$ cat src/rtl/fpsmc_pkg.sv
/*
 * Shared constants and types for the front panel selector and mute control.
 * Assumes a single 40 MHz clock and the panel-side block being the only user.
 */
package fpsmc_pkg;

	// ----------------------------------------------------------------
	// Timing
	// ----------------------------------------------------------------
	localparam longint unsigned CLK_HZ     = 40000000;  // Core clock rate
	localparam longint unsigned WARM_S     = 20;        // Warm-up mute, seconds
	localparam longint unsigned DEB_MS     = 10;        // Least stable time of a press, ms
	localparam longint unsigned FLASH_MS   = 100;       // Command indicator flash, ms
	localparam longint unsigned WARM_CYC   = WARM_S * CLK_HZ;
	localparam longint unsigned DEB_CYC    = (DEB_MS * CLK_HZ + 999) / 1000;
	localparam longint unsigned FLASH_CYC  = (FLASH_MS * CLK_HZ) / 1000;

	// ----------------------------------------------------------------
	// Register map (byte addresses)
	// ----------------------------------------------------------------
	localparam logic [3:0] REG_SETTINGS = 4'h0;  // Read: held settings
	localparam logic [3:0] REG_LINKSTAT = 4'h4;  // Read: receiver and supply status
	localparam logic [3:0] REG_COMMAND  = 4'h8;  // Write: issue command, read: last command
	localparam int         CMD_W        = 4;     // Command code width
	localparam int         NBTN         = 12;    // Panel buttons
	localparam int         NRATE        = 4;     // Sample-rate indicators

	// ----------------------------------------------------------------
	// Commands: panel button index equals its code
	// ----------------------------------------------------------------
	typedef enum logic [3:0] {
		FPSMC_DIG0    = 4'h0,
		FPSMC_DIG1    = 4'h1,
		FPSMC_DIG2    = 4'h2,
		FPSMC_DIG3    = 4'h3,
		FPSMC_ANA0    = 4'h4,
		FPSMC_ANA1    = 4'h5,
		FPSMC_ANA2    = 4'h6,
		FPSMC_ANA3    = 4'h7,
		FPSMC_PHASE   = 4'h8,
		FPSMC_INSERT  = 4'h9,
		FPSMC_OUT2    = 4'hA,
		FPSMC_OUT3    = 4'hB,
		FPSMC_MUTE    = 4'hC,
		FPSMC_STANDBY = 4'hD,
		FPSMC_VOLUP   = 4'hE,
		FPSMC_VOLDN   = 4'hF
	} fpsmc_cmd_t;

	// Indicator drive level
	typedef enum logic [1:0] {
		FPSMC_OFF    = 2'b00,
		FPSMC_DIM    = 2'b01,
		FPSMC_BRIGHT = 2'b10
	} fpsmc_lvl_t;

	// Pins arriving from outside the clock domain
	typedef struct packed {
		logic [NBTN-1:0]  btn;       // Panel buttons, high while pressed
		logic             rc_valid;  // Remote receiver holds a command
		logic [CMD_W-1:0] rc_code;   // Remote command code
		logic             lock;      // De-jitter receiver locked
		logic             dvalid;    // Incoming digital data valid
		logic [1:0]       rate;      // Sample-rate code
		logic             enc;       // Source carries special encoding
		logic             dec;       // Decoder active
		logic             indep;     // Independent-output jumper fitted
		logic             pgood;     // Supply present
	} fpsmc_pin_t;

	// Indicator bank
	typedef struct packed {
		fpsmc_lvl_t [3:0] dig;
		fpsmc_lvl_t [3:0] ana;
		fpsmc_lvl_t       phase;
		fpsmc_lvl_t       insert;
		fpsmc_lvl_t       out2;
		fpsmc_lvl_t       out3;
		fpsmc_lvl_t       mute;
		fpsmc_lvl_t       standby;
		fpsmc_lvl_t       command;
	} fpsmc_led_t;

endpackage

$ cat src/rtl/fpsmc_top.sv
/*
 * Front panel selector and mute control: button and remote command
 * decoding, source routing, output selection, forced muting, standby and
 * indicator drive, plus a small register port for software.
 * Assumes all pin inputs are asynchronous to i_mclk and that the register
 * port is driven from logic on i_mclk.
 */
// Summary of operation
// - Four digital buttons pick the digital receiver input
// - Last digital pick stays lit and routed
// - Most recent of eight buttons is heard
// - Phase toggles per press, digital only
// - Rate indicator lit only when locked valid
// - Encoded indicator only when encoded and decoding
// - Command indicator flashes on every valid command outside standby
// - Dim when unselected, bright when selected
// - Insert toggles, return replaces selected source
// - Primary output live unless muted
// - Default: one of outputs two, three
// - Jumper lets outputs toggle independently
// - Jumper turns remote phase into output two
// - User mute toggles per press
// - Warm-up mute after power-up; mute on loss
// - Mute on digital pick and bad data
// - Standby removes power to controlled loads
// - Standby keeps settings, still takes commands
// - Standby: standby dim, all else dark
// - Leaving standby restores, reapplies warm-up mute
// - Supply loss loses settings
// - Remote commands act like panel buttons
module fpsmc_top #(
	parameter longint unsigned WARM_CYC  = fpsmc_pkg::WARM_CYC,
	parameter longint unsigned DEB_CYC   = fpsmc_pkg::DEB_CYC,
	parameter longint unsigned FLASH_CYC = fpsmc_pkg::FLASH_CYC
) (
	input  wire logic                 i_mclk,
	input  wire logic                 i_nrst,
	input  wire fpsmc_pkg::fpsmc_pin_t i_pins,
	input  wire logic [3:0]           i_addr,
	input  wire logic [31:0]          i_wdata,
	input  wire logic                 i_wr,
	input  wire logic                 i_rd,
	output logic [31:0]               o_rdata,
	output logic [1:0]                o_dig_route,
	output logic [2:0]                o_listen_sel,
	output logic                      o_src_valid,
	output logic                      o_phase_inv,
	output logic                      o_insert,
	output logic                      o_out2_en,
	output logic                      o_out3_en,
	output logic                      o_mute,
	output logic                      o_power_en,
	output logic                      o_vol_up,
	output logic                      o_vol_dn,
	output fpsmc_pkg::fpsmc_led_t     o_led,
	output logic [fpsmc_pkg::NRATE-1:0] o_rate_led,
	output logic                      o_enc_led
);
	// ----------------------------------------------------------------
	// Elaboration checks and widths
	// ----------------------------------------------------------------
	localparam int NDEB = fpsmc_pkg::NBTN + 1;          // Buttons plus remote valid
	localparam int WW   = $clog2(WARM_CYC + 1);
	localparam int DW   = $clog2(DEB_CYC + 1);
	localparam int FW   = $clog2(FLASH_CYC + 1);

	initial
	begin
		if (WARM_CYC < 1 || DEB_CYC < 1 || FLASH_CYC < 1)
			$error("fpsmc_top: counts must be at least one cycle");
		if (WW > 40)
			$error("fpsmc_top: warm-up count too large");
	end

	// Brightness of a function indicator from its selection
	function automatic fpsmc_pkg::fpsmc_lvl_t lvl(input logic sel);
		lvl = sel ? fpsmc_pkg::FPSMC_BRIGHT : fpsmc_pkg::FPSMC_DIM;
	endfunction

	// ----------------------------------------------------------------
	// Pin synchronisers
	// ----------------------------------------------------------------
	fpsmc_pkg::fpsmc_pin_t pin_m;   // First stage, read only by pin_s
	fpsmc_pkg::fpsmc_pin_t pin_s;   // Second stage, safe to use

	// Two flops on every asynchronous pin
	always_ff @(posedge i_mclk)
	begin
		if (!i_nrst)
		begin
			pin_m <= '0;
			pin_s <= '0;
		end
		else
		begin
			pin_m <= i_pins;
			pin_s <= pin_m;
		end
	end

	// ----------------------------------------------------------------
	// Debounce
	// ----------------------------------------------------------------
	logic [NDEB-1:0] raw;                // Synchronised press levels
	logic [NDEB-1:0] deb;                // Debounced levels
	logic [NDEB-1:0] deb_d;              // Debounced, one cycle late
	logic [DW-1:0]   deb_cnt [NDEB];     // Stability counters
	logic [NDEB-1:0] press;              // One-cycle press pulses

	assign raw   = {pin_s.rc_valid, pin_s.btn};
	assign press = deb & ~deb_d;

	// A level must hold for the full time before it is believed, so contact
	// bounce and remote repeat gaps cannot yield a second press
	always_ff @(posedge i_mclk)
	begin
		if (!i_nrst)
		begin
			deb   <= '0;
			deb_d <= '0;
			for (int i = 0; i < NDEB; i++)
				deb_cnt[i] <= '0;
		end
		else
		begin
			deb_d <= deb;
			for (int i = 0; i < NDEB; i++)
			begin
				if (raw[i] == deb[i])
					deb_cnt[i] <= '0;
				else if (deb_cnt[i] == DW'(DEB_CYC - 1))
				begin
					deb[i]     <= raw[i];
					deb_cnt[i] <= '0;
				end
				else
					deb_cnt[i] <= deb_cnt[i] + 1'b1;
			end
		end
	end

	// ----------------------------------------------------------------
	// Command arbitration
	// ----------------------------------------------------------------
	logic                   cmd_fire;    // One command this cycle
	fpsmc_pkg::fpsmc_cmd_t  cmd;         // Its code
	logic                   cmd_remote;  // It came from the remote
	fpsmc_pkg::fpsmc_cmd_t  last_cmd;    // Last command, for software
	logic                   wr_cmd;      // Software command write

	assign wr_cmd = i_wr && (i_addr == fpsmc_pkg::REG_COMMAND);

	// Software beats remote beats panel; same-cycle losers are dropped,
	// which a human hand cannot notice. Lowest button wins among buttons.
	always_comb
	begin
		cmd_fire   = 1'b0;
		cmd        = fpsmc_pkg::FPSMC_DIG0;
		cmd_remote = 1'b0;
		if (wr_cmd)
		begin
			cmd_fire = 1'b1;
			cmd      = fpsmc_pkg::fpsmc_cmd_t'(i_wdata[fpsmc_pkg::CMD_W-1:0]);
		end
		else if (press[NDEB-1])
		begin
			cmd_fire   = 1'b1;
			cmd        = fpsmc_pkg::fpsmc_cmd_t'(pin_s.rc_code);
			cmd_remote = 1'b1;
		end
		else
		begin
			for (int i = fpsmc_pkg::NBTN - 1; i >= 0; i--)
			begin
				if (press[i])
				begin
					cmd_fire = 1'b1;
					cmd      = fpsmc_pkg::fpsmc_cmd_t'(i[fpsmc_pkg::CMD_W-1:0]);
				end
			end
		end
	end

	// ----------------------------------------------------------------
	// Held settings
	// ----------------------------------------------------------------
	logic [1:0] dig_sel;    // Last digital input picked
	logic [1:0] ana_sel;    // Last analog input picked
	logic       on_ana;     // Listening to analog
	logic       have_src;   // Any source picked since supply up
	logic       phase;      // Polarity inversion
	logic       insert;     // Insert loop active
	logic       out2;       // Second output enabled
	logic       out3;       // Third output enabled
	logic       umute;      // User mute
	logic       standby;    // Standby mode

	// Settings change on commands in standby too; only loads lose power.
	// Reset stands for supply arrival, so nothing survives it.
	always_ff @(posedge i_mclk)
	begin
		if (!i_nrst)
		begin
			dig_sel  <= 2'h0;
			ana_sel  <= 2'h0;
			on_ana   <= 1'b0;
			have_src <= 1'b0;
			phase    <= 1'b0;
			insert   <= 1'b0;
			out2     <= 1'b0;
			out3     <= 1'b1;
			umute    <= 1'b0;
			standby  <= 1'b0;
		end
		else if (cmd_fire)
		begin
			case (cmd)
				fpsmc_pkg::FPSMC_DIG0, fpsmc_pkg::FPSMC_DIG1,
				fpsmc_pkg::FPSMC_DIG2, fpsmc_pkg::FPSMC_DIG3:
				begin
					dig_sel  <= cmd[1:0];
					on_ana   <= 1'b0;
					have_src <= 1'b1;
				end
				fpsmc_pkg::FPSMC_ANA0, fpsmc_pkg::FPSMC_ANA1,
				fpsmc_pkg::FPSMC_ANA2, fpsmc_pkg::FPSMC_ANA3:
				begin
					ana_sel  <= cmd[1:0];
					on_ana   <= 1'b1;
					have_src <= 1'b1;
				end
				fpsmc_pkg::FPSMC_PHASE:
				begin
					if (pin_s.indep && cmd_remote)
						out2 <= ~out2;
					else
						phase <= ~phase;
				end
				fpsmc_pkg::FPSMC_INSERT:
					insert <= ~insert;
				fpsmc_pkg::FPSMC_OUT2, fpsmc_pkg::FPSMC_OUT3:
				begin
					if (pin_s.indep)
					begin
						if (cmd == fpsmc_pkg::FPSMC_OUT2)
							out2 <= ~out2;
						else
							out3 <= ~out3;
					end
					else
					begin
						out2 <= ~out2;
						out3 <= out2;
					end
				end
				fpsmc_pkg::FPSMC_MUTE:
					umute <= ~umute;
				fpsmc_pkg::FPSMC_STANDBY:
					standby <= ~standby;
				default:
					; // Volume codes handled below
			endcase
		end
	end

	// ----------------------------------------------------------------
	// Forced mute sources
	// ----------------------------------------------------------------
	logic [WW-1:0] warm_cnt;   // Warm-up time left
	logic          dig_hold;   // Fresh digital pick, not yet locked
	logic          data_ok;    // Receiver locked onto valid data
	logic          dig_force;  // Digital path must be silenced

	assign data_ok   = pin_s.lock && pin_s.dvalid;
	assign dig_force = have_src && !on_ana && (dig_hold || !data_ok);

	// Reload on supply arrival and on leaving standby
	always_ff @(posedge i_mclk)
	begin
		if (!i_nrst)
			warm_cnt <= WW'(WARM_CYC);
		else if (standby || (cmd_fire && cmd == fpsmc_pkg::FPSMC_STANDBY))
			warm_cnt <= WW'(WARM_CYC);
		else if (warm_cnt != '0)
			warm_cnt <= warm_cnt - 1'b1;
	end

	// A fresh pick mutes at least one cycle, then until good data is seen;
	// the set wins over the clear when both fall in one cycle
	always_ff @(posedge i_mclk)
	begin
		if (!i_nrst)
			dig_hold <= 1'b0;
		else if (cmd_fire && cmd <= fpsmc_pkg::FPSMC_DIG3)
			dig_hold <= 1'b1;
		else if (data_ok)
		begin
			dig_hold <= 1'b0; // Receiver reports good data again
		end
	end

	// ----------------------------------------------------------------
	// Command flash and volume motor
	// ----------------------------------------------------------------
	logic [FW-1:0] flash_cnt;  // Command indicator time left

	// Restarted by every command, so rapid presses keep it lit
	always_ff @(posedge i_mclk)
	begin
		if (!i_nrst)
			flash_cnt <= '0;
		else if (cmd_fire)
			flash_cnt <= FW'(FLASH_CYC);
		else if (flash_cnt != '0)
			flash_cnt <= flash_cnt - 1'b1;
	end

	// ----------------------------------------------------------------
	// Registered outputs
	// ----------------------------------------------------------------
	logic mute_any;   // Any mute condition
	logic lit;        // Indicators powered

	assign lit      = !standby;
	assign mute_any = umute || (warm_cnt != '0) || dig_force || !pin_s.pgood || standby;

	// Routing and power follow the held settings one cycle later
	always_ff @(posedge i_mclk)
	begin
		if (!i_nrst)
		begin
			o_dig_route  <= 2'h0;
			o_listen_sel <= 3'h0;
			o_src_valid  <= 1'b0;
			o_phase_inv  <= 1'b0;
			o_insert     <= 1'b0;
			o_out2_en    <= 1'b0;
			o_out3_en    <= 1'b0;
			o_mute       <= 1'b1;
			o_power_en   <= 1'b0;
			o_vol_up     <= 1'b0;
			o_vol_dn     <= 1'b0;
		end
		else
		begin
			o_dig_route  <= dig_sel;
			o_listen_sel <= on_ana ? {1'b1, ana_sel} : {1'b0, dig_sel};
			o_src_valid  <= have_src;
			o_phase_inv  <= phase && !on_ana;
			o_insert     <= insert;
			o_out2_en    <= out2 && lit;
			o_out3_en    <= out3 && lit;
			o_mute       <= mute_any;
			o_power_en   <= lit;
			o_vol_up     <= deb[NDEB-1] && pin_s.rc_code == fpsmc_pkg::FPSMC_VOLUP;
			o_vol_dn     <= deb[NDEB-1] && pin_s.rc_code == fpsmc_pkg::FPSMC_VOLDN;
		end
	end

	// Indicator drive: all dark in standby except the standby lamp, dim
	always_ff @(posedge i_mclk)
	begin
		if (!i_nrst)
		begin
			o_led      <= '0;
			o_rate_led <= '0;
			o_enc_led  <= 1'b0;
		end
		else if (!lit)
		begin
			o_led         <= '0;
			o_led.standby <= fpsmc_pkg::FPSMC_DIM;
			o_rate_led    <= '0;
			o_enc_led     <= 1'b0;
		end
		else
		begin
			for (int i = 0; i < 4; i++)
			begin
				o_led.dig[i] <= lvl(have_src && dig_sel == i[1:0]);
				o_led.ana[i] <= lvl(have_src && on_ana && ana_sel == i[1:0]);
			end
			o_led.phase   <= lvl(phase);
			o_led.insert  <= lvl(insert);
			o_led.out2    <= lvl(out2);
			o_led.out3    <= lvl(out3);
			o_led.mute    <= lvl(mute_any);
			o_led.standby <= fpsmc_pkg::FPSMC_DIM;
			o_led.command <= (flash_cnt != '0) ? fpsmc_pkg::FPSMC_BRIGHT : fpsmc_pkg::FPSMC_OFF;
			for (int r = 0; r < fpsmc_pkg::NRATE; r++)
				o_rate_led[r] <= data_ok && pin_s.rate == r[1:0];
			o_enc_led     <= data_ok && pin_s.enc && pin_s.dec;
		end
	end

	// ----------------------------------------------------------------
	// Register port
	// ----------------------------------------------------------------
	always_ff @(posedge i_mclk)
	begin
		if (!i_nrst)
			last_cmd <= fpsmc_pkg::FPSMC_DIG0;
		else if (cmd_fire)
			last_cmd <= cmd;
	end

	// Read data valid in the cycle after the strobe only; unmapped reads zero
	always_ff @(posedge i_mclk)
	begin
		if (!i_nrst)
			o_rdata <= 32'h0;
		else if (!i_rd)
			o_rdata <= 32'h0;
		else if (i_addr == fpsmc_pkg::REG_SETTINGS)
			o_rdata <= {20'h0, standby, umute, out3, out2, insert, phase,
				have_src, on_ana, ana_sel, dig_sel};
		else if (i_addr == fpsmc_pkg::REG_LINKSTAT)
			o_rdata <= {23'h0, (warm_cnt != '0), mute_any, pin_s.pgood, pin_s.indep,
				pin_s.dec, pin_s.enc, pin_s.lock, pin_s.dvalid, 1'b0};
		else if (i_addr == fpsmc_pkg::REG_COMMAND)
			o_rdata <= {28'h0, last_cmd};
		else
			o_rdata <= 32'h0;
	end
endmodule

$ cat config.mk
export PLATFORM = sky130hd
export DESIGN_NAME = fpsmc_top
export DESIGN_NICKNAME = d
export VERILOG_FILES = /design/src/rtl/fpsmc_pkg.sv /design/src/rtl/fpsmc_top.sv
export SDC_FILE = /design/constraint.sdc
export NUM_CORES = 1
export LEC_CHECK = 0
export BUFFER_PORTS_ARGS = -buffer_cell sky130_fd_sc_hd__buf_4
export CORE_UTILIZATION = 55
export DETAILED_ROUTE_END_ITERATION = 6
export GPL_ROUTABILITY_DRIVEN = 1
export PLACE_DENSITY = 0.75
export SLEW_MARGIN = 10
export SYNTH_ARGS = -nofsm -noshare
export SYNTH_HDL_FRONTEND = slang
export SYNTH_SLANG_ARGS = --single-unit
$ cat constraint.sdc
create_clock -name i_mclk -period 2.35 [get_ports i_mclk]
set_input_delay 0.1175 -clock i_mclk [delete_from_list [all_inputs] [get_ports i_mclk]]
set_output_delay 0.1175 -clock i_mclk [all_outputs]
set_load 0.02 [all_outputs]
==> impl_results.rst <==
.. list-table::
   :header-rows: 1

   * - Metric
     - Value
   * - I/O Pins
     - 146
   * - Count of final max-slew check failures
     - 0
   * - Number of flops mapped to enable cells by yosys
     - 247
   * - Area contributors post-synth
     - edfxtp_1, dfxtp_1, xor2_1
   * - Yosys cell types
     - 68
   * - Yosys Warn Count
     - 0
   * - Switching power share of the total
     - 0.242
   * - Total chip power
     - 0.0190 W
   * - Clock power share
     - 0.400
   * - Syn Std Cell Area
     - 0.0203 mm2
   * - Multiplexer fraction of the synthesized cell area
     - 0.0114
   * - Number of failing hold endpoints at the final stage
     - 0
   * - Cells traversed along the worst timing path
     - or4_4 -> or4_4 -> or3_4 -> nor3_4 -> buf_6 -> nor4_2 -> xnor2_1 -> nor2_1
   * - Largest net degree at the start of global routing
     - 68
   * - Stage delay of the slowest cell on the critical path
     - 530 ps
   * - Critical path arrival
     - 2790 ps
   * - Minimum clock period after layout
     - 2380 ps
   * - Violations in the final reports
     - setup timing
   * - Number of placement rows
     - 70
   * - Main flop type after synthesis
     - edfxtp_1
   * - Hold WC Path Type
     - in -> reg
   * - Total Neg Setup Slack
     - -43.8 ps
   * - Wirelength, routed
     - 39.4 mm
   * - Cell with the most instances after synthesis
     - nor2_1
   * - Critical Path RT
     - 2770 ps
   * - CP Launch Point
     - flash_cnt[11]$_SDFFE_PN0P_
   * - Clock tree from TritonCTS
     - built
   * - Worst clock skew
     - 10.7 ps
   * - Post-synth top area cell
     - edfxtp_1
   * - Worst-path fanout max
     - 6
   * - Areal power density over the cells
     - 769 mW/mm2
   * - Area of combinational cells with multiple inputs
     - 0.00937 mm2
   * - Kind of start point of the critical path
     - register
   * - Setup repair after global routing missed its margin
     - true
   * - Outcome
     - complete, but fails checks
   * - Critical path buffer and inverter count
     - 1
   * - Share of the cycle needed by the critical path after routing
     - 1.01
   * - Fin worst setup slack
     - -25.7 ps
   * - Cells after Synth
     - 1979
   * - HP Start
     - i_nrst
   * - Peak supply drop
     - 0.000589 V
   * - Total overflow reported by the global router
     - 0
   * - Worst max-slew margin expressed relative to the limit
     - 0.617
   * - Sink count of the clock tree
     - 451
   * - Combinational family with the most area after synthesis
     - simple AND/OR/NAND/NOR gates
   * - H-tree depth reported by CTS
     - 2
   * - Inserted Diodes
     - 0
   * - Post-Syn Area per Cell
     - 10.3 um2
   * - Detailed-route vias per instance
     - 5.10
   * - Remaining routing DRC violations
     - 0
   * - Post-synth top area share
     - 0.365
   * - Actual slew at the worst max-slew pin
     - 570 ps
   * - Post-Synth XOR/XNOR Area
     - 0.110
   * - Min Hold Slack
     - 14.1 ps
   * - Post-DRT Antenna Nets
     - 0
   * - Fraction of the mapped netlist area in compound gates
     - 0.0349
   * - Via count of the first global-routing pass
     - 14500
   * - FMAX
     - 0.421 GHz
   * - Fraction of power consumed by combinational cells
     - 0.117
   * - Routed WL per cell
     - 13.6 um
   * - FF-to-FF Start
     - flash_cnt[11]$_SDFFE_PN0P_
   * - Clk_lat worst skew
     - 550 ps
   * - Chip Height
     - 194 um
   * - Area growth syn-to-layout
     - 21.6%
   * - Net switching power
     - 0.00460 W
   * - Number of port buffers
     - 95
   * - Aggregate global-route resource usage
     - 0.210
   * - Chip width
     - 194 um
   * - Clock tree root driver cell
     - clkbuf_16
   * - Part of the total power dissipated in sequential elements
     - 0.483
   * - Number of clock buffers inserted by TritonCTS
     - 46
   * - Global-route wire length before repair
     - 66.0 mm
   * - Library cell contributing the largest single delay on the critical path
     - or4_4
   * - Commonest cells in the netlist
     - nor2_1, edfxtp_1, dfxtp_1
   * - Combined flip-flop and latch cell area
     - 0.0115 mm2
   * - Most frequent CP cell
     - or4_4
   * - Seq/Total Area, Yosys
     - 0.566
   * - Clock edge transition at the registers on the reported setup and hold paths
     - 60 ps
   * - Number of iterations in the first detailed-routing pass
     - 7
   * - Number of inserted filler cells in the final layout
     - 2782
   * - Synth Register Bits
     - 451
   * - Routability cong.
     - 0.825
   * - Max-cap viol count
     - 0
   * - Crit path max-delay family
     - simple AND/OR/NAND/NOR gates
   * - Reported leakage power
     - 9.58 nW
   * - Net count reported at finish
     - 2474
   * - Core area
     - 0.0364 mm2
   * - Adder-Cell Fraction of Synth Area
     - 0.00924
   * - Share of final-layout standard cells stronger than drive strength 1
     - 0.102
   * - Critical Setup Path Class
     - reg -> reg
   * - Initial antenna violation count
     - 0
   * - Internal power
     - 0.0144 W
   * - Initial core utilization
     - 0.558
   * - Vias
     - 14800
   * - Placed wire-length estimate after detailed placement
     - 27.3 mm
   * - Clock buffer depth
     - 3
   * - Share of flip-flops with an asynchronous set or reset
     - 0
   * - Critical path capture point type
     - register
   * - DRC marker count from the first detailed-route iteration
     - 816
   * - Setup-violating endpoint count in the final report
     - 2
   * - Post-synthesis share of cell area spent on and, or, nand and nor gates
     - 0.241
   * - Area enclosed by the die boundary
     - 0.0377 mm2
==> placed cells by master, fill, tap and decap left out, types with 10 or more instances in the layout <==
cell type / netlist / final
xnor2_1: 91 / 91
o21ai_0: 27 / 26
buf_4: 22 / 137
nand4_1: 25 / 25
nor2_1: 370 / 369
ha_1: 15 / 15
and2_1: 82 / 82
xor2_1: 165 / 165
nor2b_1: 12 / 11
nand2b_1: 16 / 16
nand3_1: 122 / 121
dlygate4sd3_1: 0 / 34
and3_1: 62 / 62
clkbuf_16: 0 / 52
nor4_1: 28 / 24
edfxtp_1: 247 / 247
nand2_1: 152 / 151
inv_1: 42 / 42
clkbuf_1: 48 / 10
dfxtp_1: 204 / 203
conb_1: 2 / 269
or3_1: 26 / 26
nor3_1: 31 / 29
nor4b_1: 13 / 13
a21oi_1: 38 / 38
mux2i_1: 22 / 22
==> through the flow <==
stage	utilization	area [um2]	worst slack, ps	std cells
3_3_place_gp	0.621	22600	-17.2	2776
5_1_grt	0.678	24700	-134	2898
2_1_floorplan	-	21300	6.86	2246
3_5_place_dp	0.621	22600	-38.7	2776
4_1_cts	0.675	24600	-53.0	2896
6_report	0.678	24700	-25.7	2898
==> what timing repair did <==
item / 4_1_cts / 5_1_grt
hold endpoints to repair: 35 / 0
pin swaps: 4 / 9
resized for setup: 4 / 19
hold buffers: 34 / 0
setup endpoints to repair: 5 / 42
buffers inserted: 2 / 2
cloned: 0 / 0
==> cell type report <==
| type | instances | area share |
|---|---|---|
| flip-flops and latches | 451 | 0.466 |
| well taps | 468 | 0.0237 |
| inverters | 44 | 0.00669 |
| repair buffers | 178 | 0.0600 |
| multi-input cells | 1673 | 0.379 |
| clock buffers | 67 | 0.0570 |
| clock inverters | 17 | 0.00765 |
==> logic make-up (layout without fill, tap and decap cells) <==
family / count (synthesis) / in the layout
xor+xnor: 256 / 256
compound gates: 114 / 114
flops: 451 / 451
mux: 23 / 23
other cells: 2 / 269
fa+ha+maj: 15 / 15
buf+inv: 122 / 306
simple gates: 996 / 996
==> worst reg2reg max path, cell delays in order, from the launching register on <==
cell	delay, ps
dfxtp_2	320
or4_4	530
or4_4	430
or3_4	360
nor3_4	180
buf_6	160
nor4_2	50
xnor2_1	180
nor2_1	50
==> power groups by stage <==
stage                     Sequential, W  Combinational, W  Clock, W
after floorplan                 0.00925           0.00146         0
after CTS                       0.00915           0.00204   0.00775
final                           0.00918           0.00222   0.00760
after global routing            0.00924           0.00244   0.00808
after global placement          0.00928           0.00187         0
after detailed placement        0.00931           0.00192         0
==> routing by layer <==
layer,vias up,track usage,wire [um]
met4,0,0.0638,867
met2,308,0.364,19300
met3,70,0.0336,1880
li1,7361,-,-
met1,7044,0.270,17400
met5,-,0,0
==> final timing paths <==
| kind | to | slack, ps | cells past startpoint |
|---|---|---|---|
| worst min-delay path | o_led[2]$_SDFF_PN0_ | 10 | 2 |
| worst max-delay path | flash_cnt[7]$_SDFFE_PP0P_ | -30 | 8 |
| worst max register to register | flash_cnt[7]$_SDFFE_PP0P_ | -30 | 8 |
| worst min register to register | pin_s[13]$_SDFF_PN0_ | 430 | 1 |
==> state kept, by name, summed over array words and instances, names as in the netlist, 3 cells and up <==
signal	count
deb	13
o_rdata	12
deb_cnt	247
pin_s	25
last_cmd	4
warm_cnt	30
deb_d	13
flash_cnt	22
o_rate_led	4
pin_m	25
o_led	28
o_listen_sel	3
Power figures use the tool's default switching activity.
